<file path="src/rtl/spi_switch_pkg.sv">
package spi_switch_pkg;
	localparam int FRAME_BITS = 24;
	localparam int CRC_FRAME_BITS = 32;
	localparam int CRC_BITS = 4;
	localparam logic [3:0] CRC_SEED = 4'hF;
	localparam logic [3:0] CRC_POLY = 4'h3;
	localparam int ADDR_BITS = 6;
	localparam int DATA_BITS = 16;
	localparam int WRITE_BIT_POS = 23;
	localparam int ADDR_LSB = 16;
	localparam int REG_COUNT = 64;
	// switch state register: on bits in [1:0]
	localparam logic [5:0] SWITCH_STATE_ADDR = 6'h01;
	localparam int CH1_ON_POS = 0;
	localparam int CH2_ON_POS = 1;
	// device config: fallback bits and check code enable
	localparam logic [5:0] DEV_CONFIG_ADDR = 6'h02;
	localparam int CH1_FALLBACK_POS = 0;
	localparam int CH2_FALLBACK_POS = 1;
	localparam int CRC_EN_POS = 4;
	// fault summary, read-clear
	localparam logic [5:0] FAULT_SUMMARY_ADDR = 6'h00;
	localparam int COMM_ERR_POS = 0;
	localparam int SCLK_MAX_HZ = 8000000;
	localparam int SYS_CLK_HZ = 200000000;
	localparam int SCLK_HALF_NS = 1000000000 / SCLK_MAX_HZ / 2;
	localparam int SCLK_HALF_CYCLES = (SCLK_HALF_NS + 4) / 5;

	typedef enum logic [2:0] {
		ST_SLEEP = 3'b000,
		ST_CONFIG = 3'b001,
		ST_ACTIVE = 3'b011,
		ST_SUPPLY_WARNING = 3'b010,
		ST_AUTO_LOW_POWER_STATE = 3'b110,
		ST_MANUAL_LOW_POWER_STATE = 3'b111,
		ST_FALLBACK = 3'b101,
		ST_SUPPLY_UV = 3'b100
	} dev_state_t;

	function automatic logic [3:0] crc4_step(input logic [3:0] c, input logic b);
		logic fb;
		fb = c[3] ^ b;
		crc4_step = {c[2:0], 1'b0} ^ (fb ? CRC_POLY : 4'h0);
	endfunction
endpackage

</file>
<file path="src/rtl/spi_link_if.sv">
`timescale 1ns/1ps
interface spi_link_if;
	logic cs_n;
	logic sclk;
	logic sdi;
	logic sdo_out;
	logic sdo_oe;
	wire sdo_line = sdo_oe ? sdo_out : 1'b1;
	modport primary(output cs_n, output sclk, output sdi, input sdo_line);
	modport secondary(input cs_n, input sclk, input sdi, output sdo_out, output sdo_oe);
endinterface

</file>
<file path="src/rtl/spi_secondary.sv">
`timescale 1ns/1ps
// Functional notes
// - software variant active: output follows on bit
// - sleep, config, undervoltage: outputs off
// - software fallback state uses fallback bits
// - software low-power: hold pre-entry on bits
// - pin variant: outputs follow direct inputs
// - pin variant: on bit writes ignored
// - pin low-power: hold pre-entry pin levels
// - serial output released while select high
// - host serial clock at most 8 MHz
// - daisy chain works with or without check
// - host is primary, device secondary
// - select fall: enable output, snapshot faults
// - select rise: commit error-free write
// - select rise: clear read-clear register read
// - host moves select only with clock low
// - sample input on serial clock fall
// - shift output on clock rise
// - host idles serial clock low
// - ignore clock and data while deselected
// - 24-bit frame, data from previous command
// - check code x4+x+1, seed all ones
// - bad length or check: error flag set
module spi_secondary (
	input wire logic sys_clk,
	input wire logic rstn,
	spi_link_if.secondary link,
	input wire logic pin_variant,
	input wire spi_switch_pkg::dev_state_t dev_state,
	input wire logic direct_input_one,
	input wire logic direct_input_two,
	input wire logic [5:0] fault_flags,
	output logic [1:0] channel_out,
	output logic [15:0] switch_state_register,
	output logic [15:0] dev_config_reg,
	output logic comm_err_reg
);
	import spi_switch_pkg::*;

	logic cs_d_reg;
	logic sclk_d_reg;
	logic [31:0] shift_in_reg;
	logic [31:0] shift_out_reg;
	logic [5:0] bit_cnt_reg;
	logic [3:0] crc_reg;
	logic [15:0] read_data_reg;
	logic [15:0] fault_summary_reg;
	logic [1:0] lp_hold_reg;
	logic sdo_reg;
	logic sdo_oe_reg;
	logic cs_fall;
	logic cs_rise;
	logic sclk_rise;
	logic sclk_fall;
	logic frame_end;
	logic crc_on;
	logic frame_ok;
	logic is_write;
	logic [31:0] rx_frame;
	logic [23:0] reply_hdr;
	logic out_tap;
	logic [5:0] addr;
	logic [15:0] wdata;
	logic [15:0] rd_mux;
	logic [1:0] on_bits;
	logic [1:0] fb_bits;
	logic [1:0] pins;
	logic [1:0] out_next;

	// drop the check byte so fields sit at their plain positions
	function automatic logic [31:0] frame_fields(input logic [31:0] s, input logic on);
		frame_fields = on ? {8'h00, s[31:8]} : s;
	endfunction

	assign cs_fall = cs_d_reg && !link.cs_n;
	assign cs_rise = !cs_d_reg && link.cs_n;
	assign sclk_rise = !link.cs_n && !sclk_d_reg && link.sclk;
	assign sclk_fall = !link.cs_n && sclk_d_reg && !link.sclk;
	assign frame_end = cs_rise && bit_cnt_reg != 6'h00;
	assign crc_on = dev_config_reg[CRC_EN_POS];
	// frame layout: bit 23 write, [21:16] address, [15:0] data; check byte appended
	assign rx_frame = frame_fields(shift_in_reg, crc_on);
	assign is_write = rx_frame[WRITE_BIT_POS];
	assign addr = rx_frame[ADDR_LSB +: ADDR_BITS];
	assign wdata = rx_frame[0 +: DATA_BITS];
	// reply: fault snapshot, then previous data
	assign reply_hdr = {1'b0, comm_err_reg, fault_flags, read_data_reg};
	// tap one frame length down, chained devices see the stream delayed
	assign out_tap = crc_on ? shift_out_reg[CRC_FRAME_BITS - 1] : shift_out_reg[FRAME_BITS - 1];
	assign frame_ok = crc_on ? (bit_cnt_reg == 6'(CRC_FRAME_BITS) && crc_reg == 4'h0)
		: (bit_cnt_reg == 6'(FRAME_BITS));
	assign on_bits = {switch_state_register[CH2_ON_POS], switch_state_register[CH1_ON_POS]};
	assign fb_bits = {dev_config_reg[CH2_FALLBACK_POS], dev_config_reg[CH1_FALLBACK_POS]};
	assign pins = {direct_input_two, direct_input_one};
	assign link.sdo_out = sdo_reg;
	assign link.sdo_oe = sdo_oe_reg;

	// read mux
	always_comb begin
		case (addr)
			SWITCH_STATE_ADDR: rd_mux = switch_state_register;
			DEV_CONFIG_ADDR: rd_mux = dev_config_reg;
			FAULT_SUMMARY_ADDR: rd_mux = fault_summary_reg;
			default: rd_mux = 16'h0000;
		endcase
	end

	// edge detect of select and clock
	always_ff @(posedge sys_clk) begin
		if (!rstn) begin
			cs_d_reg <= 1'b1;
			sclk_d_reg <= 1'b0;
		end else begin
			cs_d_reg <= link.cs_n;
			sclk_d_reg <= link.sclk;
		end
	end

	// input shifter, counter and running check code
	always_ff @(posedge sys_clk) begin
		if (!rstn || link.cs_n) begin
			shift_in_reg <= 32'h0;
			bit_cnt_reg <= 6'h00;
			crc_reg <= CRC_SEED;
		end else if (sclk_fall) begin
			shift_in_reg <= {shift_in_reg[30:0], link.sdi};
			if (bit_cnt_reg != 6'h3F) begin
				bit_cnt_reg <= bit_cnt_reg + 6'h01;
			end
			crc_reg <= crc4_step(crc_reg, link.sdi);
		end
	end

	// output shifter: snapshot header plus previous data
	always_ff @(posedge sys_clk) begin
		if (!rstn) begin
			shift_out_reg <= 32'h0;
			sdo_reg <= 1'b1;
			sdo_oe_reg <= 1'b0;
		end else if (link.cs_n) begin
			sdo_oe_reg <= 1'b0;
			sdo_reg <= 1'b1;
		end else if (cs_fall) begin
			shift_out_reg <= crc_on ? {reply_hdr, 8'h00} : {8'h00, reply_hdr};
			sdo_reg <= 1'b0;
			sdo_oe_reg <= 1'b1;
		end else if (sclk_rise) begin
			sdo_reg <= out_tap;
		end else if (sclk_fall) begin
			shift_out_reg <= {shift_out_reg[30:0], link.sdi};
		end
	end

	// frame end: commit write, capture reply, read-clear
	always_ff @(posedge sys_clk) begin
		if (!rstn) begin
			switch_state_register <= 16'h0000;
			dev_config_reg <= 16'h0000;
			read_data_reg <= 16'h0000;
			comm_err_reg <= 1'b0;
			fault_summary_reg <= 16'h0000;
		end else begin
			fault_summary_reg <= fault_summary_reg | {10'h000, fault_flags};
			if (frame_end) begin
				if (!frame_ok) begin
					comm_err_reg <= 1'b1;
				end else if (is_write) begin
					if (addr == SWITCH_STATE_ADDR && !pin_variant) begin
						switch_state_register <= wdata;
					end else if (addr == DEV_CONFIG_ADDR) begin
						dev_config_reg <= wdata;
					end
					read_data_reg <= rd_mux;
				end else begin
					read_data_reg <= rd_mux;
					if (addr == FAULT_SUMMARY_ADDR) begin
						fault_summary_reg <= {10'h000, fault_flags};
						comm_err_reg <= 1'b0;
					end
				end
			end
		end
	end

	// low-power hold capture
	always_ff @(posedge sys_clk) begin
		if (!rstn) begin
			lp_hold_reg <= 2'b00;
		end else if (dev_state != ST_AUTO_LOW_POWER_STATE && dev_state != ST_MANUAL_LOW_POWER_STATE) begin
			lp_hold_reg <= pin_variant ? pins : on_bits;
		end
	end

	// channel output select per state
	always_comb begin
		case (dev_state)
			ST_ACTIVE, ST_SUPPLY_WARNING: out_next = pin_variant ? pins : on_bits;
			ST_FALLBACK: out_next = pin_variant ? pins : fb_bits;
			ST_AUTO_LOW_POWER_STATE, ST_MANUAL_LOW_POWER_STATE: out_next = lp_hold_reg;
			default: out_next = 2'b00;
		endcase
	end

	always_ff @(posedge sys_clk) begin
		if (!rstn) begin
			channel_out <= 2'b00;
		end else begin
			channel_out <= out_next;
		end
	end
endmodule

</file>
<file path="src/flat_wrapper.sv">
// flat-port wrapper written by rule: the top's interface ports become plain ports
module spi_secondary_flat import spi_switch_pkg::*;
  (sys_clk, rstn, pin_variant, dev_state, direct_input_one, direct_input_two, fault_flags, channel_out, switch_state_register, dev_config_reg, comm_err_reg, link_cs_n, link_sclk, link_sdi, link_sdo_out, link_sdo_oe);
  spi_link_if link_i ();
  input wire logic sys_clk;
  input wire logic rstn;
  input wire logic pin_variant;
  input wire spi_switch_pkg::dev_state_t dev_state;
  input wire logic direct_input_one;
  input wire logic direct_input_two;
  input wire logic [5:0] fault_flags;
  output logic [1:0] channel_out;
  output logic [15:0] switch_state_register;
  output logic [15:0] dev_config_reg;
  output logic comm_err_reg;
  input wire logic [$bits(link_i.cs_n)-1:0] link_cs_n;
  input wire logic [$bits(link_i.sclk)-1:0] link_sclk;
  input wire logic [$bits(link_i.sdi)-1:0] link_sdi;
  output wire logic [$bits(link_i.sdo_out)-1:0] link_sdo_out;
  output wire logic [$bits(link_i.sdo_oe)-1:0] link_sdo_oe;
  assign link_i.cs_n = link_cs_n;
  assign link_i.sclk = link_sclk;
  assign link_i.sdi = link_sdi;
  assign link_sdo_out = link_i.sdo_out;
  assign link_sdo_oe = link_i.sdo_oe;
  spi_secondary u_core (.sys_clk(sys_clk), .rstn(rstn), .link(link_i), .pin_variant(pin_variant), .dev_state(dev_state), .direct_input_one(direct_input_one), .direct_input_two(direct_input_two), .fault_flags(fault_flags), .channel_out(channel_out), .switch_state_register(switch_state_register), .dev_config_reg(dev_config_reg), .comm_err_reg(comm_err_reg));
endmodule
</file>
<file path="config.mk">
export PLATFORM = sky130hd
export DESIGN_NAME = spi_secondary_flat
export DESIGN_NICKNAME = d
export VERILOG_FILES = /design/src/rtl/spi_switch_pkg.sv /design/src/rtl/spi_link_if.sv /design/src/rtl/spi_secondary.sv /design/src/flat_wrapper.sv
export SDC_FILE = /design/constraint.sdc
export NUM_CORES = 1
export LEC_CHECK = 0
export ABC_AREA = 1
export BUFFER_PORTS_ARGS = -buffer_cell sky130_fd_sc_hd__buf_2
export CAP_MARGIN = 5
export CORE_ASPECT_RATIO = 0.8
export CORE_UTILIZATION = 53
export CTS_CLUSTER_SIZE = 8
export DETAILED_ROUTE_END_ITERATION = 16
export GPL_ROUTABILITY_DRIVEN = 0
export PLACE_DENSITY = 0.75
export REMOVE_ABC_BUFFERS = 1
export SYNTH_ARGS = -nofsm -noshare
export SYNTH_HDL_FRONTEND = slang
export SYNTH_SLANG_ARGS = --single-unit
</file>
<file path="constraint.sdc">
create_clock -name sys_clk -period 1.4 [get_ports sys_clk]
set_input_delay 0.07 -clock sys_clk [delete_from_list [all_inputs] [get_ports sys_clk]]
set_output_delay 0.07 -clock sys_clk [all_outputs]
set_load 0.005 [all_outputs]
</file>
# Word level (Yosys, flattened, before mapping)
# Index checks and enable logic that the tools add are counted.
[totals]
register_bits = 147
in_bits = 17
output_inout_bits = 37
word_cells = 89
[classes]
n_addsub = 1
eq_ne = 15
mux = 21
bitwise_logic = 6
reduce_logical = 31
[ops]
columns = ["operator", "count"]
rows = [
  ["32-bit two-way mux", 3],
  ["16-bit two-way mux", 4],
  ["16-bit one-hot mux with 3 select lines", 1],
  ["31-bit two-way mux", 1],
  ["24-bit two-way mux", 1],
  ["16-bit by 6-bit OR with 16-bit output", 1],
  ["1-bit logical AND", 10],
  ["3-bit == test, second input constant", 3],
  ["1-bit two-way mux", 7],
  ["6-bit by 1-bit adder with 6-bit output, second input constant", 1],
  ["3-bit by 2-bit == test with 1-bit output, second input constant", 2],
  ["6-bit by 1-bit == test with 1-bit output, second input constant", 1],
  ["6-bit by 2-bit == test with 1-bit output, second input constant", 1],
  ["6-bit by 5-bit == test with 1-bit output, second input constant", 1],
  ["6-bit == test, second input constant", 1],
  ["1-bit zero test", 6],
  ["6-bit zero test", 1],
  ["2-bit two-way mux", 3],
  ["3-bit != test, second input constant", 2],
  ["6-bit != test, second input constant", 1],
  ["2-bit one-hot mux with 3 select lines", 1],
  ["3-bit AND reduction", 2],
  ["6-bit nonzero test", 1],
  ["2-bit OR reduction", 3],
  ["other kinds (11)", 16],
]

# Depth between registers and ports, before layout
[logic_depth]
depth_word = 6
depth_mapped = 11
ltp_nobuf = 10

# Least setup slack after synthesis
# No wires, ideal clock.
[synth_path]
path_type = "flip-flop to flip-flop"
startpoint = "reg u_core.bit_cnt_reg[0]"
endpoint = "reg u_core.read_data_reg[0]"
setup_time_ns = 0.070
arrival_time_ns = 1.504
t_required_ns = 1.330
slack_ns = -0.175
path_stages_with_launch = 10
n_path_buf = 1
period_less_slack_ns = 1.575
cell_sequence = "dfxtp_1 inv_1 ha_1 nor3b_1 nand2_1 nand2_1 nand2_2 clkbuf_1 nand2_1 a21oi_1"
[synth_between]
elab_chain_cells = 4
elab_cells_between_ends = 7
cone_classes = "eq/ne (2); mux (1); reduce/logical (4)"
[synth_lines]
columns = ["item", "line", "text"]
rows = [
  ["start: declaration", "spi_secondary.sv:45", "logic [5:0] bit_cnt_reg;"],
  ["start signal: assignment", "spi_secondary.sv:129", "bit_cnt_reg <= bit_cnt_reg + 6'h01;"],
  ["6-bit == test", "spi_secondary.sv:91", "assign frame_ok = crc_on ? (bit_cnt_reg == 6'(CRC_FRAME_BITS) && crc_reg == 4'h0)"],
  ["1-bit logical AND", "spi_secondary.sv:91", ""],
  ["1-bit two-way mux", "spi_secondary.sv:91", ""],
  ["2-bit AND reduction (no line) *", "--", ""],
  ["end signal: assignment", "spi_secondary.sv:174", "read_data_reg <= rd_mux;"],
  ["end signal: assignment", "spi_secondary.sv:176", "read_data_reg <= rd_mux;"],
  ["end: declaration", "spi_secondary.sv:47", "logic [15:0] read_data_reg;"],
]
# Every way passes the cells marked *; elsewhere a longest branch is shown, timed or not.
# A chain may end at the register's enable or synchronous reset.

# Worst setup path in the final report
[layout_path]
startpoint = "reg u_core.dev_config_reg[4]"
endpoint = "reg u_core.switch_state_register[7]"
[layout_between]
elab_chain_cells = 4
elab_cells_between_ends = 5
cone_classes = "eq/ne (1); mux (2); reduce/logical (2)"
[layout_lines]
columns = ["item", "line", "text"]
rows = [
  ["start: declaration", "spi_secondary.sv:36", "output logic [15:0] dev_config_reg,"],
  ["start signal: assignment", "spi_secondary.sv:172", "dev_config_reg <= wdata;"],
  ["24-bit two-way mux", "spi_secondary.sv:73", "frame_fields = on ? {8'h00, s[31:8]} : s;"],
  ["6-bit by 1-bit == test with 1-bit output", "spi_secondary.sv:169", "if (addr == SWITCH_STATE_ADDR && !pin_variant) begin"],
  ["1-bit logical AND", "spi_secondary.sv:169", ""],
  ["4-bit AND reduction (no line)", "--", ""],
  ["end signal: assignment", "spi_secondary.sv:170", "switch_state_register <= wdata;"],
  ["end: declaration", "spi_secondary.sv:35", "output logic [15:0] switch_state_register,"],
]
# Several ways; a longest one is shown, not always the timed one.

==> summary by stage <==
Synthesis
The share of the synthesized netlist area taken by xor and xnor gates is 0.431%. A synthesized cell averages 7.09 um^2. The post-synthesis compound-gate area fraction is 19.1%. The synthesized netlist occupies a cell area of 6090 um^2.

Yosys mapped a number of flops with a built-in enable equal to 0. Counting flops with an async set or reset pin after synthesis yields a share of 0%. The post-synthesis mux area share is 0%. Counting every instance in the synthesized netlist gives 859. Summing the areas of all and, or, nand and nor instances in the mapped netlist gives 24.7% of the synthesized area. The number of unique standard cell types used by synthesis is 36. The most used flip-flop cell after synthesis is dfxtp_1.

The synthesized netlist devotes 0.411% of its cell area to adder and majority cells. The dominant combinational cell family by area after synthesis is simple AND/OR/NAND/NOR gates. Yosys printed 0 warnings. The synthesized flop and latch total is 137. The sequential area share after synthesis is 45.0%.

Placement
The count of input and output buffers is 53. The number of placed cells counting well taps is 1084. Prior to clock tree synthesis, the placed netlist has a worst setup slack of -0.355 ns. Detailed placement ended at an HPWL of 11100 um. The post-place instance area is 7000 um^2.

Pwr
The portion of total power attributed to sequential cells is 44.7%. The design internal power is 6.81 mW. In this run the static leakage power is 3.60 nW. Per report_power, the combinational group accounts for 7.0% of the total.

In this run the power density over the cells is 1040 nW/um^2. The switching fraction of total power is 24.2%. The switching power is 2.18 mW. The completed layout was analyzed and its total power is 8.99 mW. The highest ir drop seen on vdd is 815 uV. In this run, the clock network consumes 48.4% of the power.

Layout
Leaving out fill and tap cells, the most frequent cells in the layout are nand2_1, dfxtp_1, inv_1. Cells with a size suffix above 1 make up 31.4% of the layout. The total area of multi-input combinational cells is 3240 um^2. Summing all non-filler instances in the final layout gives an area of 8630 um^2.

The area added between synthesis and finish is 41.6%. The leading cell type in the layout, fill and taps excluded is nand2_1. The final net count is 1014. The end-of-flow core utilization is 78.3%.

Counting the fill cells in the layout gives 711. The area used by sequential logic in the layout is 2750 um^2. The number of cells in the finished layout apart from fillers is 1152.

The repair_antennas step left the layout with diodes totalling 0.

Clock tree
The clock insertion delay at the later pin of the skew report is 0.42 ns. For this design, the sink count on the clock tree is 137. Buffers inserted during clock tree synthesis total 17. The clock tree from TritonCTS is done. The cell at the root of the clock tree is clkbuf_16. The CTS clock-pin slew for the worst setup and hold paths is 0.06 ns. The number of buffers on the longest clock path is 2. In this run the number of H-tree levels came out at 4.

Timing
The worst setup margin is -0.486 ns. The number of max-slew violations in the final report is 0. The relative slew slack is 62.9%. After layout, the minimum clock period comes to 1.89 ns. Based on the critical path, the design can be clocked at up to 0.530 GHz. The setup skew after layout is 0.00987 ns. The slew at the pin closest to its max-slew limit is 0.551 ns. The count of endpoints failing hold in the final timing report was 0. The final critical path takes up 135% of the cycle.

Setup repair after global routing could not meet its margin everywhere. The final-report setup violation count is 79.

GRT
Global routing used 45.2% of the available met1 tracks. The global-route wire length before repair is 31400 um. The global routing stage identified its most utilized layer as met2. Entering global routing, the biggest net connects 40 pins. Global routing consumed, on the met3 layer, 8.35% of the routing resources. The global-route congestion overflow total is 0. The all-layer global routing usage is 33.9%. The global routing usage on met2 is 51.6%. The number of global-route vias before repair is 6294. The number of antenna violations at the first check in global routing is 0.

Critical path
STA classifies the critical path endpoint as a register. STA puts the critical path data required time at 1.71 ns. The largest fanout of any net on the critical path is 7. The critical path starts at u_core.dev_config_reg[4]. The startpoint kind of the worst setup timing path is a register. The critical path in this run is classified as reg -> reg. In this run the register-to-register setup slack is -0.49 ns.

The reg-to-reg critical path endpoint is u_core.switch_state_register[7]. Counting cells, the worst reg-to-reg path comes to 11. At the worst endpoint, the arrival time is 2.20 ns.

The critical register-to-register path startpoint is u_core.dev_config_reg[4].

Outcome
The checks that failed: negative setup slack. The flow ran to the end, but the final reports show violations.

Floorplanning
In this run the standard cell core region covers 11000 um^2. The die covers 11900 um^2. The floorplan has 34 rows. From bottom edge to top edge, the die measures 97.9 um. 54 I/O pins were placed. The starting utilization of the core area is 55.3%. The floorplan step set the die width to 122 um.

Detailed routing
Dividing the detail-routed wire length by the instance count gives 18.1 um. The total routed wirelength is 20800 um. The number of iterations in the first detailed-routing pass is 6.

The number of violations reported at the end of detailed-routing iteration 0 is 732. The count of unresolved DRC violations after routing is 0. The total number of vias is 6770. The number of nets still failing antenna checks after routing is 0.

After detailed routing, the number of vias per cell comes to 5.88.

Min path
The worst hold path was traced through 4 stages. The path type of the worst min-delay path is in -> reg. The startpoint of the lowest-slack hold path is dev_state[1].

The endpoint of the worst hold path is u_core.lp_hold_reg[0].

Flow run
Across the run, the number of max-cap violations was 0.
-- critical path, cell delays in order, from the launching register on --
cell,delay (ns)
dfxtp_4,0.42
clkinvlp_4,0.22
nand2_2,0.16
nand2_4,0.09
nor2_8,0.12
nand4_4,0.09
nor2_4,0.21
buf_6,0.13
buf_6,0.12
nand2_2,0.05
nand2_1,0.10
nor2_1,0.05
-- final cells by class --
cell class	count	area share, %
Clock buffer	22	5.50
Clock inverter	10	1.06
Inverter	100	4.60
Multi-Input combinational cell	573	37.6
Sequential cell	137	31.9
Tap cell	144	2.09
Timing Repair Buffer	166	17.3
-- Yosys cell counts, types with 2 or more instances --
master | count | area share, %
buf_1 | 2 | 0.12
inv_1 | 94 | 5.8
a221oi_1 | 8 | 1.1
nand2_4 | 2 | 0.37
o21ai_1 | 14 | 1.1
a31oi_1 | 17 | 1.7
buf_4 | 4 | 0.49
a21oi_1 | 85 | 7.0
nand3_1 | 21 | 1.7
inv_2 | 4 | 0.25
nand2_1 | 191 | 12
xor2_1 | 3 | 0.43
o211ai_1 | 2 | 0.25
o21ai_0 | 81 | 6.7
o22ai_1 | 6 | 0.62
nand4_1 | 30 | 3.1
ha_1 | 2 | 0.41
nor3_1 | 3 | 0.25
nor2_2 | 3 | 0.31
clkbuf_1 | 29 | 1.8
nor2_4 | 2 | 0.37
dfxtp_1 | 137 | 45
nand2_2 | 5 | 0.51
buf_6 | 6 | 1.1
nor2_1 | 90 | 5.5
buf_2 | 8 | 0.66
-- cell families after synthesis --
family,after synthesis
AO/OA/AOI/OAI,217
adder cells (fa/ha/maj),2
buffers and inverters,149
XOR/XNOR,3
flip-flops,137
AND/OR/NAND/NOR,351
-- power by group through the flow --
stage	Sequential [mW]	Clock, mW	Combinational [mW]
after floorplan	4.08	0	0.263
after global placement	4.09	0	0.478
after detailed placement	4.09	0	0.485
after CTS	4.01	4.30	0.559
after global routing	4.02	4.51	0.677
final	4.02	4.35	0.625
-- metal layers --
layer	share of wire, %	vias to the layer above	routed length, um
met1	40	3119	8360
li1	-	3095	-
met3	9.9	101	2070
met2	46	455	9570
met5	0	-	0
met4	4.0	0	838
-- through the flow --
stage	TNS, ns	hold WS [ns]
after floorplan	-111.92	0.163
after global placement	-14.86	0.297
after detailed placement	-17.04	0.312
after CTS	-18.95	0.00686
after global routing	-33.93	0.0413
final	-28.55	0.00804
-- worst max path at each step --
stage / end
floorplan: u_core.dev_config_reg[4]
global placement: u_core.read_data_reg[14]
detailed placement: u_core.read_data_reg[14]
CTS: u_core.switch_state_register[14]
global route: u_core.switch_state_register[7]
finish: u_core.switch_state_register[7]
-- timing repair --
item,CTS,global route
hold endpoints to repair,17,0
setup endpoints to repair,85,127
gates resized for setup,110,87
cloned,9,1
pin swaps,21,36
hold buffers,9,0
setup buffers,17,7
Note: power is estimated with default switching activity, not from simulation.
